==> config.mk <==
export PLATFORM = sky130hd
export DESIGN_NAME = sflash_cmd_logic
export DESIGN_NICKNAME = d
export VERILOG_FILES = /design/src/sflash_sync.v /design/src/sflash_cmd_logic.v
export VERILOG_INCLUDE_DIRS = /design/src /design/src/src
export SDC_FILE = /design/constraint.sdc
export NUM_CORES = 1
export LEC_CHECK = 0
export BUFFER_PORTS_ARGS = -buffer_cell sky130_fd_sc_hd__buf_2
export CAP_MARGIN = 20
export CORE_ASPECT_RATIO = 0.8
export CORE_MARGIN = 2
export CORE_UTILIZATION = 61
export DETAILED_ROUTE_END_ITERATION = 8
export PLACE_DENSITY = 0.92
export RECOVER_POWER = 25
export SLEW_MARGIN = 30
export SYNTH_ARGS = -nofsm -noshare
export SYNTH_HDL_FRONTEND = slang
export SYNTH_SLANG_ARGS = --single-unit
==> constraint.sdc <==
create_clock -name mclk_i -period 4.6 [get_ports mclk_i]
set_input_delay 1.38 -clock mclk_i [delete_from_list [all_inputs] [get_ports mclk_i]]
set_output_delay 1.38 -clock mclk_i [all_outputs]
set_load 0.005 [all_outputs]
==> src/sflash_cmd_consts.vh <==
// Opcodes, status bit positions and timing counts for the command logic.
// Assumes inclusion by bare name from the design files of this block.
`ifndef SFLASH_CMD_CONSTS_VH
`define SFLASH_CMD_CONSTS_VH
// Opcodes
`define OP_WRITE_UNLOCK 8'h06
`define OP_WRITE_LOCK 8'h04
`define OP_STATUS_READ 8'h05
`define OP_CONFIG_READ 8'h15
`define OP_STATUS_WRITE 8'h01
`define OP_IDENTITY_READ 8'h9f
`define OP_RESET_ARM 8'h66
`define OP_RESET 8'h99
`define OP_SECURE_EXIT 8'hc1
`define OP_SECURE_ENTER 8'hb1
`define OP_SECURITY_LOCK_WRITE 8'h2f
`define OP_PAGE_PROGRAM 8'h02
`define OP_QUAD_PAGE_PROGRAM 8'h38
`define OP_SECTOR_ERASE 8'h20
`define OP_BLOCK32_ERASE 8'h52
`define OP_BLOCK64_ERASE 8'hd8
`define OP_CHIP_ERASE_A 8'h60
`define OP_CHIP_ERASE_B 8'hc7
`define OP_SUSPEND_A 8'h75
`define OP_SUSPEND_B 8'hb0
// Status bit positions
`define ST_BUSY 0
`define ST_WEL 1
`define ST_PL_LO 2
`define ST_PL_HI 5
`define ST_QE 6
`define ST_SWL 7
// Reset values
`define STATUS_NV_RESET 6'h00
`define CONFIG_RESET 8'h00
// Busy time of a self-timed cycle, in ns, and cycles at 100 MHz
`define BUSY_TIME_NS 1000
`define CLK_PERIOD_NS 10
`define BUSY_CYCLES ((`BUSY_TIME_NS + `CLK_PERIOD_NS - 1) / `CLK_PERIOD_NS)
`endif

==> src/sflash_sync.v <==
// Two-flop synchroniser for one input level from outside the clock domain.
// Assumes the first flop is read by nothing but the second.
`timescale 1ns/1ps
module sflash_sync (
    input wire mclk_i,
    input wire rst_n_i,
    input wire async_i,
    output wire sync_o
);
    parameter RESET_VAL = 1'b0;
    reg meta_r; // First stage, read only by the second
    reg sync_r; // Safe stage
    // Two stages against metastability
    always @(posedge mclk_i or negedge rst_n_i) begin
        if (!rst_n_i) begin
            meta_r <= RESET_VAL;
            sync_r <= RESET_VAL;
        end else begin
            meta_r <= async_i;
            sync_r <= meta_r;
        end
    end
    assign sync_o = sync_r;
endmodule // sflash_sync

==> src/sflash_cmd_logic.v <==
// Command decoder and status register of a serial multi-line flash.
// Assumes SPI mode 0 host; pins are sampled by mclk_i, link clock far slower.
`timescale 1ns/1ps
`include "sflash_cmd_consts.vh"
// Operation
// - Secure exit opcode leaves secure area mode
// - Reset only if arm directly precedes it
// - Write unlock opcode framed alone sets latch
// - Write lock opcode framed alone clears latch
// - Latch cleared on completion of listed ops
// - Identity read shifts out 24 ID bits
// - Identity read not decoded while busy
// - Chip select rise returns to standby
// - Status read anytime, byte repeats continuously
// - Config read anytime, byte shifted out
// - Bit 0 busy during program, erase, write
// - Program/erase ignored unless latch set
// - Protected target ignored, latch cleared
// - Protect bits; chip erase only unprotected
// - Quad bit selects data lines or protect
// - Quad mode disables hardware protection, hold
// - Lock bit plus low protect pin: protection
// - Hardware protection rejects status write
// - Config read opcode 15h outputs config byte
// - Status write needs exact byte boundary
module sflash_cmd_logic (
    input wire mclk_i,
    input wire rst_n_i,
    input wire cs_n_i,
    input wire sclk_i,
    input wire si_i,
    input wire wp_n_i,
    input wire hold_n_i,
    input wire [7:0] array_cfg_i,
    output reg so_o,
    output wire so_oe_n_o,
    output wire [7:0] device_status_byte_o,
    output wire hold_active_o,
    output wire secure_area_o,
    output wire data_line_2_en_o,
    output wire data_line_3_en_o,
    output wire [7:0] op_start_o,
    output wire op_start_valid_o,
    output wire [23:0] op_addr_o
);
    parameter [7:0] MFR_CODE = 8'h5a; // Arbitrary value
    parameter [15:0] DEV_CODE = 16'h1234; // Arbitrary value
    parameter [15:0] PROTECT_MAP = 16'hfffe; // Levels that protect the top region; level 0 none
    parameter BUSY_CYCLES = `BUSY_CYCLES;

    localparam [2:0] ST_OPCODE = 3'd0; // Collecting opcode
    localparam [2:0] ST_ADDR = 3'd1; // Collecting three address bytes
    localparam [2:0] ST_WDATA = 3'd2; // Collecting status write bytes
    localparam [2:0] ST_OUT = 3'd3; // Shifting data out
    localparam [2:0] ST_IGNORE = 3'd4; // Rest of frame discarded

    wire cs_n_s; // Synced chip select
    wire sclk_s; // Synced link clock
    wire si_s; // Synced serial input
    wire wp_n_s; // Synced protect pin
    wire hold_n_s; // Synced hold pin
    sflash_sync #(.RESET_VAL(1'b1)) u_cs (.mclk_i(mclk_i), .rst_n_i(rst_n_i),
        .async_i(cs_n_i), .sync_o(cs_n_s));
    sflash_sync #(.RESET_VAL(1'b0)) u_ck (.mclk_i(mclk_i), .rst_n_i(rst_n_i),
        .async_i(sclk_i), .sync_o(sclk_s));
    sflash_sync #(.RESET_VAL(1'b0)) u_si (.mclk_i(mclk_i), .rst_n_i(rst_n_i),
        .async_i(si_i), .sync_o(si_s));
    sflash_sync #(.RESET_VAL(1'b1)) u_wp (.mclk_i(mclk_i), .rst_n_i(rst_n_i),
        .async_i(wp_n_i), .sync_o(wp_n_s));
    sflash_sync #(.RESET_VAL(1'b1)) u_ho (.mclk_i(mclk_i), .rst_n_i(rst_n_i),
        .async_i(hold_n_i), .sync_o(hold_n_s));

    reg sclk_d_r; // Previous link clock sample
    reg cs_n_d_r; // Previous chip select sample
    reg [2:0] state_r; // Decoder state
    reg [7:0] shift_r; // Incoming byte shifter
    reg [2:0] bitcnt_r; // Bits in current byte
    reg [7:0] opcode_r; // Opcode of this frame
    reg [3:0] bytecnt_r; // Bytes in frame, opcode included
    reg [23:0] addr_r; // Collected address
    reg [7:0] wstat_r; // Status byte of status write
    reg [7:0] wcfg_r; // Config byte of status write
    reg [23:0] out_r; // Outgoing shifter
    reg [4:0] outcnt_r; // Bits shifted out in this frame
    reg [5:0] nv_r; // Protect level, quad, lock bits
    reg [7:0] cfg_r; // Config byte
    reg wel_r; // Write unlock latch
    reg busy_r; // Busy flag
    reg [15:0] busy_cnt_r; // Self-timed cycle counter
    reg armed_r; // Reset armed by previous frame
    reg secure_r; // Secure area mode
    reg [7:0] start_r; // Started operation opcode
    reg start_v_r; // One-cycle start pulse
    reg out_skip_r; // Hold MSB over the first fall
    reg sw_pend_r; // Status write waits for cycle end

    wire sclk_rise = sclk_s & ~sclk_d_r; // Sample edge
    wire sclk_fall = ~sclk_s & sclk_d_r; // Launch edge
    wire frame_end = cs_n_s & ~cs_n_d_r; // Chip select rise
    wire frame_on = ~cs_n_s; // Inside a frame
    wire [7:0] byte_in = {shift_r[6:0], si_s}; // Byte on its last bit
    wire byte_done = sclk_rise & frame_on & (bitcnt_r == 3'd7);
    wire [3:0] plevel = nv_r[3:0]; // Protect level bits
    wire quad_en = nv_r[4];
    wire swl = nv_r[5];
    // protection mode; quad mode overrides it
    wire hw_prot = swl & ~wp_n_s & ~quad_en;
    // configurable level lookup; array_cfg_i marks target as top region
    wire prot_hit = PROTECT_MAP[plevel] & array_cfg_i[0];
    wire [7:0] status_byte = {swl, quad_en, plevel, wel_r, busy_r};
    assign device_status_byte_o = status_byte;

    // Opcode classes
    wire is_prog_erase = (opcode_r == `OP_PAGE_PROGRAM) | (opcode_r == `OP_SECTOR_ERASE) |
        (opcode_r == `OP_BLOCK32_ERASE) | (opcode_r == `OP_BLOCK64_ERASE) |
        (opcode_r == `OP_QUAD_PAGE_PROGRAM);
    wire is_chip_erase = (opcode_r == `OP_CHIP_ERASE_A) | (opcode_r == `OP_CHIP_ERASE_B);
    wire is_quad = opcode_r == `OP_QUAD_PAGE_PROGRAM;
    wire is_suspend = (opcode_r == `OP_SUSPEND_A) | (opcode_r == `OP_SUSPEND_B);

    // Oversampled edge history
    always @(posedge mclk_i or negedge rst_n_i) begin
        if (!rst_n_i) begin
            sclk_d_r <= 1'b0;
            cs_n_d_r <= 1'b1;
        end else begin
            sclk_d_r <= sclk_s;
            cs_n_d_r <= cs_n_s;
        end
    end

    // Frame decoder, registers and self-timed cycles
    always @(posedge mclk_i or negedge rst_n_i) begin
        if (!rst_n_i) begin
            state_r <= ST_OPCODE;
            shift_r <= 8'h00;
            bitcnt_r <= 3'd0;
            opcode_r <= 8'h00;
            bytecnt_r <= 4'd0;
            addr_r <= 24'h000000;
            wstat_r <= 8'h00;
            wcfg_r <= 8'h00;
            out_r <= 24'h000000;
            outcnt_r <= 5'd0;
            nv_r <= `STATUS_NV_RESET;
            cfg_r <= `CONFIG_RESET;
            wel_r <= 1'b0;
            busy_r <= 1'b0;
            busy_cnt_r <= 16'h0000;
            armed_r <= 1'b0;
            secure_r <= 1'b0;
            start_r <= 8'h00;
            start_v_r <= 1'b0;
            out_skip_r <= 1'b0;
            sw_pend_r <= 1'b0;
        end else begin
            start_v_r <= 1'b0;
            // busy clears when cycle finishes; latch clears then
            if (busy_r) begin
                if (busy_cnt_r == 16'h0001) begin
                    busy_r <= 1'b0;
                    wel_r <= 1'b0;
                    if (sw_pend_r) begin // Later frames may change opcode_r
                        nv_r <= wstat_r[7:2];
                        cfg_r <= wcfg_r;
                        sw_pend_r <= 1'b0;
                    end
                end
                busy_cnt_r <= busy_cnt_r - 16'h0001;
            end
            if (frame_end) begin
                state_r <= ST_OPCODE;
                bitcnt_r <= 3'd0;
                outcnt_r <= 5'd0;
                bytecnt_r <= 4'd0; // An empty frame must not replay the last one
                // arm holds only for the frame right after
                armed_r <= (bytecnt_r == 4'd1) & (bitcnt_r == 3'd0) &
                    (opcode_r == `OP_RESET_ARM);
                if (bitcnt_r == 3'd0 && bytecnt_r == 4'd1 && !busy_r) begin
                    if (opcode_r == `OP_WRITE_UNLOCK) begin
                        wel_r <= 1'b1;
                    end
                    if (opcode_r == `OP_WRITE_LOCK) begin
                        wel_r <= 1'b0;
                    end
                    if (opcode_r == `OP_SECURE_EXIT) begin
                        secure_r <= 1'b0;
                    end
                    if (opcode_r == `OP_SECURE_ENTER) begin
                        secure_r <= 1'b1;
                    end
                    // suspend and security lock write clear latch
                    if (is_suspend || opcode_r == `OP_SECURITY_LOCK_WRITE) begin
                        wel_r <= 1'b0;
                    end
                    if (opcode_r == `OP_RESET && armed_r) begin
                        wel_r <= 1'b0;
                        secure_r <= 1'b0;
                    end
                    // chip erase only when unprotected; needs latch
                    if (is_chip_erase && wel_r) begin
                        if (plevel == 4'h0) begin
                            busy_r <= 1'b1;
                            busy_cnt_r <= BUSY_CYCLES[15:0];
                            start_r <= opcode_r;
                            start_v_r <= 1'b1;
                        end else begin
                            wel_r <= 1'b0;
                        end
                    end
                end
                // exact byte boundary; rejected under protection
                if (opcode_r == `OP_STATUS_WRITE && bitcnt_r == 3'd0 && !busy_r &&
                    (bytecnt_r == 4'd2 || bytecnt_r == 4'd3) && wel_r && !hw_prot) begin
                    busy_r <= 1'b1;
                    busy_cnt_r <= BUSY_CYCLES[15:0];
                    sw_pend_r <= 1'b1;
                    if (bytecnt_r == 4'd2) begin
                        wcfg_r <= cfg_r;
                    end
                end
                // latch required; protected target clears latch
                if (is_prog_erase && bytecnt_r >= 4'd4 && bitcnt_r == 3'd0 && !busy_r &&
                    wel_r && (quad_en || !is_quad)) begin
                    if (prot_hit) begin
                        wel_r <= 1'b0;
                    end else begin
                        busy_r <= 1'b1;
                        busy_cnt_r <= BUSY_CYCLES[15:0];
                        start_r <= opcode_r;
                        start_v_r <= 1'b1;
                    end
                end
            end else if (frame_on && sclk_rise) begin
                shift_r <= byte_in;
                bitcnt_r <= bitcnt_r + 3'd1;
                if (byte_done) begin
                    if (bytecnt_r != 4'hf) begin
                        bytecnt_r <= bytecnt_r + 4'd1;
                    end
                    case (state_r)
                        ST_OPCODE: begin
                            opcode_r <= byte_in;
                            bytecnt_r <= 4'd1;
                            out_skip_r <= 1'b1;
                            if (byte_in == `OP_STATUS_READ) begin
                                state_r <= ST_OUT;
                                out_r <= {status_byte, 16'h0000};
                            end else if (byte_in == `OP_CONFIG_READ) begin
                                // config byte out, even while busy
                                state_r <= ST_OUT;
                                out_r <= {cfg_r, 16'h0000};
                            end else if (byte_in == `OP_IDENTITY_READ && !busy_r) begin
                                // 24 identity bits; not decoded while busy
                                state_r <= ST_OUT;
                                out_r <= {MFR_CODE, DEV_CODE};
                            end else if (byte_in == `OP_STATUS_WRITE) begin
                                state_r <= ST_WDATA;
                            end else if (byte_in == `OP_PAGE_PROGRAM ||
                                byte_in == `OP_QUAD_PAGE_PROGRAM ||
                                byte_in == `OP_SECTOR_ERASE ||
                                byte_in == `OP_BLOCK32_ERASE ||
                                byte_in == `OP_BLOCK64_ERASE) begin
                                state_r <= ST_ADDR;
                            end else begin
                                state_r <= ST_IGNORE;
                            end
                        end
                        ST_ADDR: begin
                            addr_r <= {addr_r[15:0], byte_in};
                            if (bytecnt_r == 4'd3) begin
                                state_r <= ST_IGNORE;
                            end
                        end
                        ST_WDATA: begin
                            if (bytecnt_r == 4'd1 && !busy_r) begin // Pending bytes kept
                                wstat_r <= byte_in;
                            end else if (bytecnt_r == 4'd2 && !busy_r) begin
                                wcfg_r <= byte_in;
                            end
                        end
                        default: begin
                            state_r <= state_r;
                        end
                    endcase
                end
            end else if (frame_on && sclk_fall && state_r == ST_OUT) begin
                // Launch next output bit on falling link clock
                if (out_skip_r) begin
                    out_skip_r <= 1'b0; // Mode 0: this fall ends the opcode, MSB waits
                end else begin
                    outcnt_r <= outcnt_r + 5'd1;
                    out_r <= {out_r[22:0], 1'b0};
                    if (opcode_r == `OP_STATUS_READ && outcnt_r[2:0] == 3'd7) begin
                        out_r <= {status_byte, 16'h0000};
                    end
                end
            end
        end
    end

    // Serial output bit register
    always @(posedge mclk_i or negedge rst_n_i) begin
        if (!rst_n_i) begin
            so_o <= 1'b0;
        end else begin
            so_o <= out_r[23];
        end
    end

    // Output enabled (low) only while shifting data
    assign so_oe_n_o = ~(frame_on & (state_r == ST_OUT));
    // quad bit turns shared pins to data lines
    assign data_line_2_en_o = quad_en;
    assign data_line_3_en_o = quad_en;
    assign hold_active_o = ~hold_n_s & ~quad_en;
    assign secure_area_o = secure_r;
    assign op_start_o = start_r;
    assign op_start_valid_o = start_v_r;
    assign op_addr_o = addr_r;
endmodule // sflash_cmd_logic

== Word-level counts from Yosys, hierarchy flattened ==
Memories as Yosys holds them, arrays and structs flattened.
Cells that the tools add are included.
Word-level totals
  register bits: 152
  bits in read-only memories: 16
  input port bits: 15
  word-level logic and storage cells: 260
  memories kept: 1
Memories
  (no name shown): words 16, bits a word 1, rd ports 1, clocked after memory_dff 0, wr ports 0, line sflash_cmd_logic.v:109  | wire prot_hit = PROTECT_MAP[plevel] & array_cfg_i[0];
Operators by class
  $add $sub $neg: 4
  magnitude comparators: 2
  equal/unequal tests: 47
  mux-type cells: 90
  bitwise logic cells: 27
  reductions and logical operators: 55
Operators by type and width (count)
  24-bit two-way mux: 9
  16-bit two-way mux: 8
  8-bit two-way mux: 13
  8-bit equality test, second input constant: 8
  8-bit by 6-bit equality test with 1-bit output, second input constant: 5
  8-bit by 7-bit equality test with 1-bit output, second input constant: 5
  1-bit two-way mux: 39
  3-bit two-way mux: 11
  8-bit by 3-bit equality test with 1-bit output, second input constant: 4
  1-bit logical AND: 21
  4-bit two-way mux: 5
  5-bit two-way mux: 4
  16-bit by 1-bit equality test with 1-bit output, second input constant: 1
  8-bit by 1-bit equality test with 1-bit output, second input constant: 2
  8-bit by 2-bit equality test with 1-bit output, second input constant: 2
  4-bit AND reduction: 4
  16-bit by 1-bit subtractor with 16-bit output, second input constant: 1
  1-bit bitwise AND: 12
  3-bit AND reduction: 4
  2-bit nonzero test: 6
  2-bit by 1-bit inequality test with 1-bit output, second input constant: 5
  1-bit NOT: 9
  3-bit nonzero test: 3
  4-bit by 2-bit equality test with 1-bit output, second input constant: 2
  other kinds (24): 42

== Longest topological paths before layout ==
  word-level depth: 14
  gate-level depth with buffers: 8
  mapped depth without buffers: 7

== By module ==
A second synthesis with hierarchy kept.
Unflattened totals
  cells, all modules: 608
  area, all modules: 6756.5 um2
By module, submodules not included
  sflash_cmd_logic: times used 1, cells an instance 598, area each 6498.7 um2, seq. area each 3404.5 um2
  sflash_sync (u_cs ...): times used 3, cells an instance 2, area each 52.6 um2, seq. area each 52.6 um2
  sflash_sync (u_ck ...): times used 2, cells an instance 2, area each 50.0 um2, seq. area each 50.0 um2

== Worst setup path before layout ==
Ideal clock, no wire load.
  path kind: input to register
  from: input array_cfg_i[0]
  to: register busy_cnt_r[10]
  setup time: 0.121 ns
  arrival time: 2.313 ns
  required time: 4.479 ns
  slack: 2.166 ns
  cell stages on the path: 5
  buffers on the path: 1
  path through: a21o_1 nor4b_1 a2111o_1 buf_2 nor2_1
Between the ends
  cells in the longest elaborated chain, start to end: 4
RTL lines
  start: declaration: line sflash_cmd_logic.v:34  | input wire [7:0] array_cfg_i,
  1-bit bitwise AND: line sflash_cmd_logic.v:109
  16-bit two-way mux: line sflash_cmd_logic.v:225  | if (prot_hit) begin
  16-bit two-way mux: line sflash_cmd_logic.v:223  | if (is_prog_erase && bytecnt_r >= 4'd4 && bitcnt_r == 3'd0 && !busy_r &&
  16-bit two-way mux: line sflash_cmd_logic.v:171  | if (frame_end) begin
  end signal: assignment: line sflash_cmd_logic.v:169  | busy_cnt_r <= busy_cnt_r - 16'h0001;
  end signal: assignment: line sflash_cmd_logic.v:216  | busy_cnt_r <= BUSY_CYCLES[15:0];
  end signal: assignment: line sflash_cmd_logic.v:229  | busy_cnt_r <= BUSY_CYCLES[15:0];
  end: declaration: line sflash_cmd_logic.v:89  | reg [15:0] busy_cnt_r;
Every way passes these cells.
A chain may end at the register's enable or synchronous reset.

== Final worst setup path ==
  from: register state_r[0]
  to: output so_oe_n_o
Between the ends
  cells in the longest elaborated chain, start to end: 3
RTL lines
  start: declaration: line sflash_cmd_logic.v:75  | reg [2:0] state_r;
  start signal: assignment: line sflash_cmd_logic.v:283  | state_r <= state_r;
  3-bit by 2-bit equality test with 1-bit output: line sflash_cmd_logic.v:312  | assign so_oe_n_o = ~(frame_on & (state_r == ST_OUT));
  1-bit bitwise AND: line sflash_cmd_logic.v:312
  1-bit NOT: line sflash_cmd_logic.v:312
  end: declaration: line sflash_cmd_logic.v:36  | output wire so_oe_n_o,
Every way passes these cells.

==> summary by stage <==
Synthesis
In the synthesized netlist, the number of instances is 645. Sequential cells were found to cover a little over half of the synthesized design area. The share of the synthesized area in the top cell type is approximately 50%. The average instance area after synthesis is 10.7 um2. The synthesized netlist net count is between 600 and 700. Yosys printed 0 warnings. Yosys mapped a number of flops with a built-in enable equal to 0.

By area the synthesized netlist is led by sky130_fd_sc_hd__dfrtp_1, sky130_fd_sc_hd__nand2_1, sky130_fd_sc_hd__mux2_2. In the synthesized netlist the dominant register cell turns out to be sky130_fd_sc_hd__dfrtp_1. After synthesis, the share of flip-flops with an asynchronous set or reset is 100%. The largest area contributor in the synthesized netlist is sky130_fd_sc_hd__dfrtp_1. The cell area that synthesis handed to floorplanning was between 6000 and 7000 um2. After synthesis, the netlist uses between 60 and 70 different library cells. The flip-flop and latch count after synthesis is between 100 and 150.

CTS
The root buffer cell chosen for the clock tree is sky130_fd_sc_hd__clkbuf_16. For the worst-skew pair, the clock arrives at the later sink with an insertion delay of roughly 420 ps. The number of instances resized during post-cts repair is 0. In this run the deepest clock path goes through 2 buffers. In this run, post-CTS hold repair placed 0 buffers. TritonCTS created 17 clock buffers.

TritonCTS built the clock tree. The clock-pin slew reported for the worst setup and hold paths after clock tree synthesis is approximately 70 ps. The H-tree was split into 4 levels.

The post-CTS setup repair buffer count is 0. The clock net in this run drives a total of 146 sinks.

Setup path
At the worst endpoint, the arrival time is about 1900 ps. At the worst endpoint, the required time is 3220 ps. The startpoint-to-endpoint class of the critical path is flop to primary output. The terminus of the critical flop-to-flop path is wcfg_r[4]$_DFFE_PN0P_. The source of the worst register-to-register timing path is busy_r$_DFF_PN0_. The setup slack of the worst register-to-register path is roughly 1600 ps.

The most critical setup path has its endpoint at so_oe_n_o. Along the worst path, the maximum fanout reaches 6. The worst setup path is launched from a flop.

The endpoint type of the worst setup path is a primary output. Counting cells, the worst reg-to-reg path comes to 5. Tracing the worst setup path back leads to its startpoint at state_r[0]$_DFFE_PN0P_.

STA
The worst clock skew is around 9.0 ps. In this run the tightest slew margin relative to its limit is -63.3%. The clock period could shrink to 3230 ps. Setup violations remaining at the end of the flow were counted as 0.

The ratio of final minimum period to clock period is 70.3%. Setup repair after global routing left no endpoint under its margin. The count of pins over their slew limit was ~100. The number of hold violations in the final report is 0. The aggregate negative setup slack is 0 ps.

The maximum clock frequency is approximately 310 MHz. The slew at the pin closest to its max-slew limit is between 2000 and 2500 ps.

Die
The I/O pin count is 62. The horizontal extent of the die is 123 um. The floorplan step set the die height to between 90 and 100 um. The floorplan step defined a core boundary enclosing between 10000 and 15000 um2. Once the floorplan was initialized, standard cells occupied 63.1% of the core.

The die covers about 12000 um2. The placement row count is 34.

Detailed routing
In the final routed layout, each cell accounts on average for ~19 um. In the routed design, unresolved DRC markers number 0. The remaining antenna violation count after routing is 0. The number of optimization iterations in the first detailed-route pass is 5. Summing over every cut layer, the via total after detailed routing is approximately 5100. The detailed router finished its first iteration with about 500 violations. After detailed routing, the total wire length is 16000 um. After detailed routing, the number of vias per cell comes to 6.15.

Global route
Global routing consumed, over all layers together, approximately 28% of the routing resources. The global-route wire length before repair is between 20000 and 30000 um. The number of antenna violations at the first check in global routing was 0. Global routing finished with a remaining overflow of 0. The via count of the first global-routing pass came to 5173. Entering global routing, the biggest net connects between 100 and 150 pins.

Final layout
The number of antenna diodes in the final layout is 0. The area growth from synthesis to layout is 13.0%. The top cell types in the final layout, fill and taps aside, are sky130_fd_sc_hd__dfrtp_1, sky130_fd_sc_hd__nand2_1, sky130_fd_sc_hd__buf_2. Of the cells placed in the final design, the portion with a size suffix greater than 1 is 20.1%.

The total non-filler cell area in the finished layout is ~7800 um2. The final net count is between 700 and 800. In the final layout, flip-flops and latches occupy about 3700 um2. The library cell used most frequently in the layout, excluding fill and tap cells, is sky130_fd_sc_hd__dfrtp_1. In the final layout, the multi-input gates occupy about 3000 um2.

The filler cells instantiated in the layout total approximately 760.

Power
Of the total power, the clock network draws between 40% and 50%. Net switching is 25.6% of the power. The cell leakage power is roughly 0.0039 uW.

The worst-case IR drop observed on VDD is roughly 260 uV. Combinational logic is responsible for 5.2% of the overall power. For this design the total switching power over the nets is approximately 750 uW. The power density over the cells is roughly 380 nW/um2.

The internal portion of total power is roughly 2200 uW. The part of the total power dissipated in sequential elements is a little under half.

Placement
During placement, the flow inserted port buffers numbering 54. The congestion estimate from routability-driven global placement came to 0.863. The post-place instance area is between 7000 and 8000 um2.

The HPWL after detailed placement is between 9000 and 10000 um.

Status
The checks that failed: max-capacitance violations, max-slew violations. The flow ran to the end, but the final reports show violations.

Min path
In this run the worst hold path is classified as flop to flop. The worst hold path passes through 0 cells.

Flow run
The number of maximum-capacitance constraint violations is 1.
[how the worst min path moves through the flow]
stage,startpoint,end,slack [ps]
floorplan,u_ck.meta_r$_DFF_PN0_,u_ck.sync_o$_DFF_PN0_,330
global placement,u_si.meta_r$_DFF_PN0_,u_si.sync_o$_DFF_PN0_,330
detailed placement,u_si.meta_r$_DFF_PN0_,u_si.sync_o$_DFF_PN0_,340
CTS,u_si.meta_r$_DFF_PN0_,u_si.sync_o$_DFF_PN0_,350
global route,u_si.meta_r$_DFF_PN0_,u_si.sync_o$_DFF_PN0_,360
finish,u_si.meta_r$_DFF_PN0_,u_si.sync_o$_DFF_PN0_,350
[registers in the layout, indices dropped and copies added, names as in the netlist, 7 cells and up]
name	count
op_addr_o	24
out_r	22
busy_cnt_r	16
cfg_r	8
op_start_o	8
opcode_r	8
wcfg_r	8
shift_r	7
[logic make-up after synthesis]
logic type	after synthesis	synth area share (%)
compound gates	98	9.11
xor+xnor	19	2.41
fa+ha+maj	10	1.81
buf+inv	56	3.54
flops	146	53.1
mux	69	11.5
simple gates	247	18.5
[cell usage after synthesis, types with 3 or more instances]
library cell and n:
sky130_fd_sc_hd__a21o_1 5, sky130_fd_sc_hd__a21oi_1 13, sky130_fd_sc_hd__a22o_1 4, sky130_fd_sc_hd__a31oi_1 5
sky130_fd_sc_hd__and3_1 5, sky130_fd_sc_hd__buf_2 3, sky130_fd_sc_hd__buf_4 4, sky130_fd_sc_hd__clkbuf_1 34
sky130_fd_sc_hd__dfrtp_1 139, sky130_fd_sc_hd__dfstp_2 7, sky130_fd_sc_hd__ha_1 10, sky130_fd_sc_hd__inv_1 11
sky130_fd_sc_hd__mux2_1 24, sky130_fd_sc_hd__mux2_2 27, sky130_fd_sc_hd__mux2_4 8, sky130_fd_sc_hd__mux2i_1 10
sky130_fd_sc_hd__nand2_1 104, sky130_fd_sc_hd__nand2b_1 7, sky130_fd_sc_hd__nand3_1 20, sky130_fd_sc_hd__nand4_1 11
sky130_fd_sc_hd__nor2_1 31, sky130_fd_sc_hd__nor2b_1 5, sky130_fd_sc_hd__nor3_1 10, sky130_fd_sc_hd__nor3b_1 7
sky130_fd_sc_hd__nor4_1 9, sky130_fd_sc_hd__nor4b_1 5, sky130_fd_sc_hd__nor4bb_1 4, sky130_fd_sc_hd__o21ai_0 28
sky130_fd_sc_hd__o21ai_1 16, sky130_fd_sc_hd__or3_1 4, sky130_fd_sc_hd__or4_1 6, sky130_fd_sc_hd__xnor2_1 15
sky130_fd_sc_hd__xor2_1 4
[cell type report]
type	instances	share of cell area (%)
clock buffers	18	5.51
multi-input cells	443	38.4
repair buffers	61	4.10
clock inverters	14	2.15
inverters	11	0.530
well taps	144	2.31
flip-flops and latches	146	47.0
[critical path: stages (launching register included)]
cell and delay, ps:
sky130_fd_sc_hd__dfrtp_1 450, sky130_fd_sc_hd__nor4bb_1 670, sky130_fd_sc_hd__inv_1 140, sky130_fd_sc_hd__buf_2 160
[metal layers]
| metal | global-route usage [%] | share of wire, % | wire, um |
|---|---|---|---|
| met1 | 37.7 | 43 | 6940 |
| met2 | 43.4 | 48 | 7610 |
| met3 | 8.91 | 7.2 | 1150 |
| met4 | 9.64 | 1.8 | 283 |
| met5 | 0 | 0 | 0 |
[power by group through the flow]
stage	Clock [uW]	Sequential (uW)	Combinational [uW]
2_1_floorplan	0	1350	119
3_3_place_gp	0	1390	138
3_5_place_dp	0	1390	147
4_1_cts	1410	1370	153
5_1_grt	1480	1370	171
6_report	1400	1370	152
[metrics by stage]
stage               hold slack [ps]  std cells  total power [uW]  worst slack (ps)  util, %
finish                          352        837              2930              1370     71.3
global route                    355        837              3020               990     71.3
CTS                             354        837              2940              1380     71.4
detailed placement              340        805              1540              1690     65.9
global placement                332        805              1530              1770     65.9
floorplan                       331        645              1470              2170        -
Power figures use the tool's default switching activity.
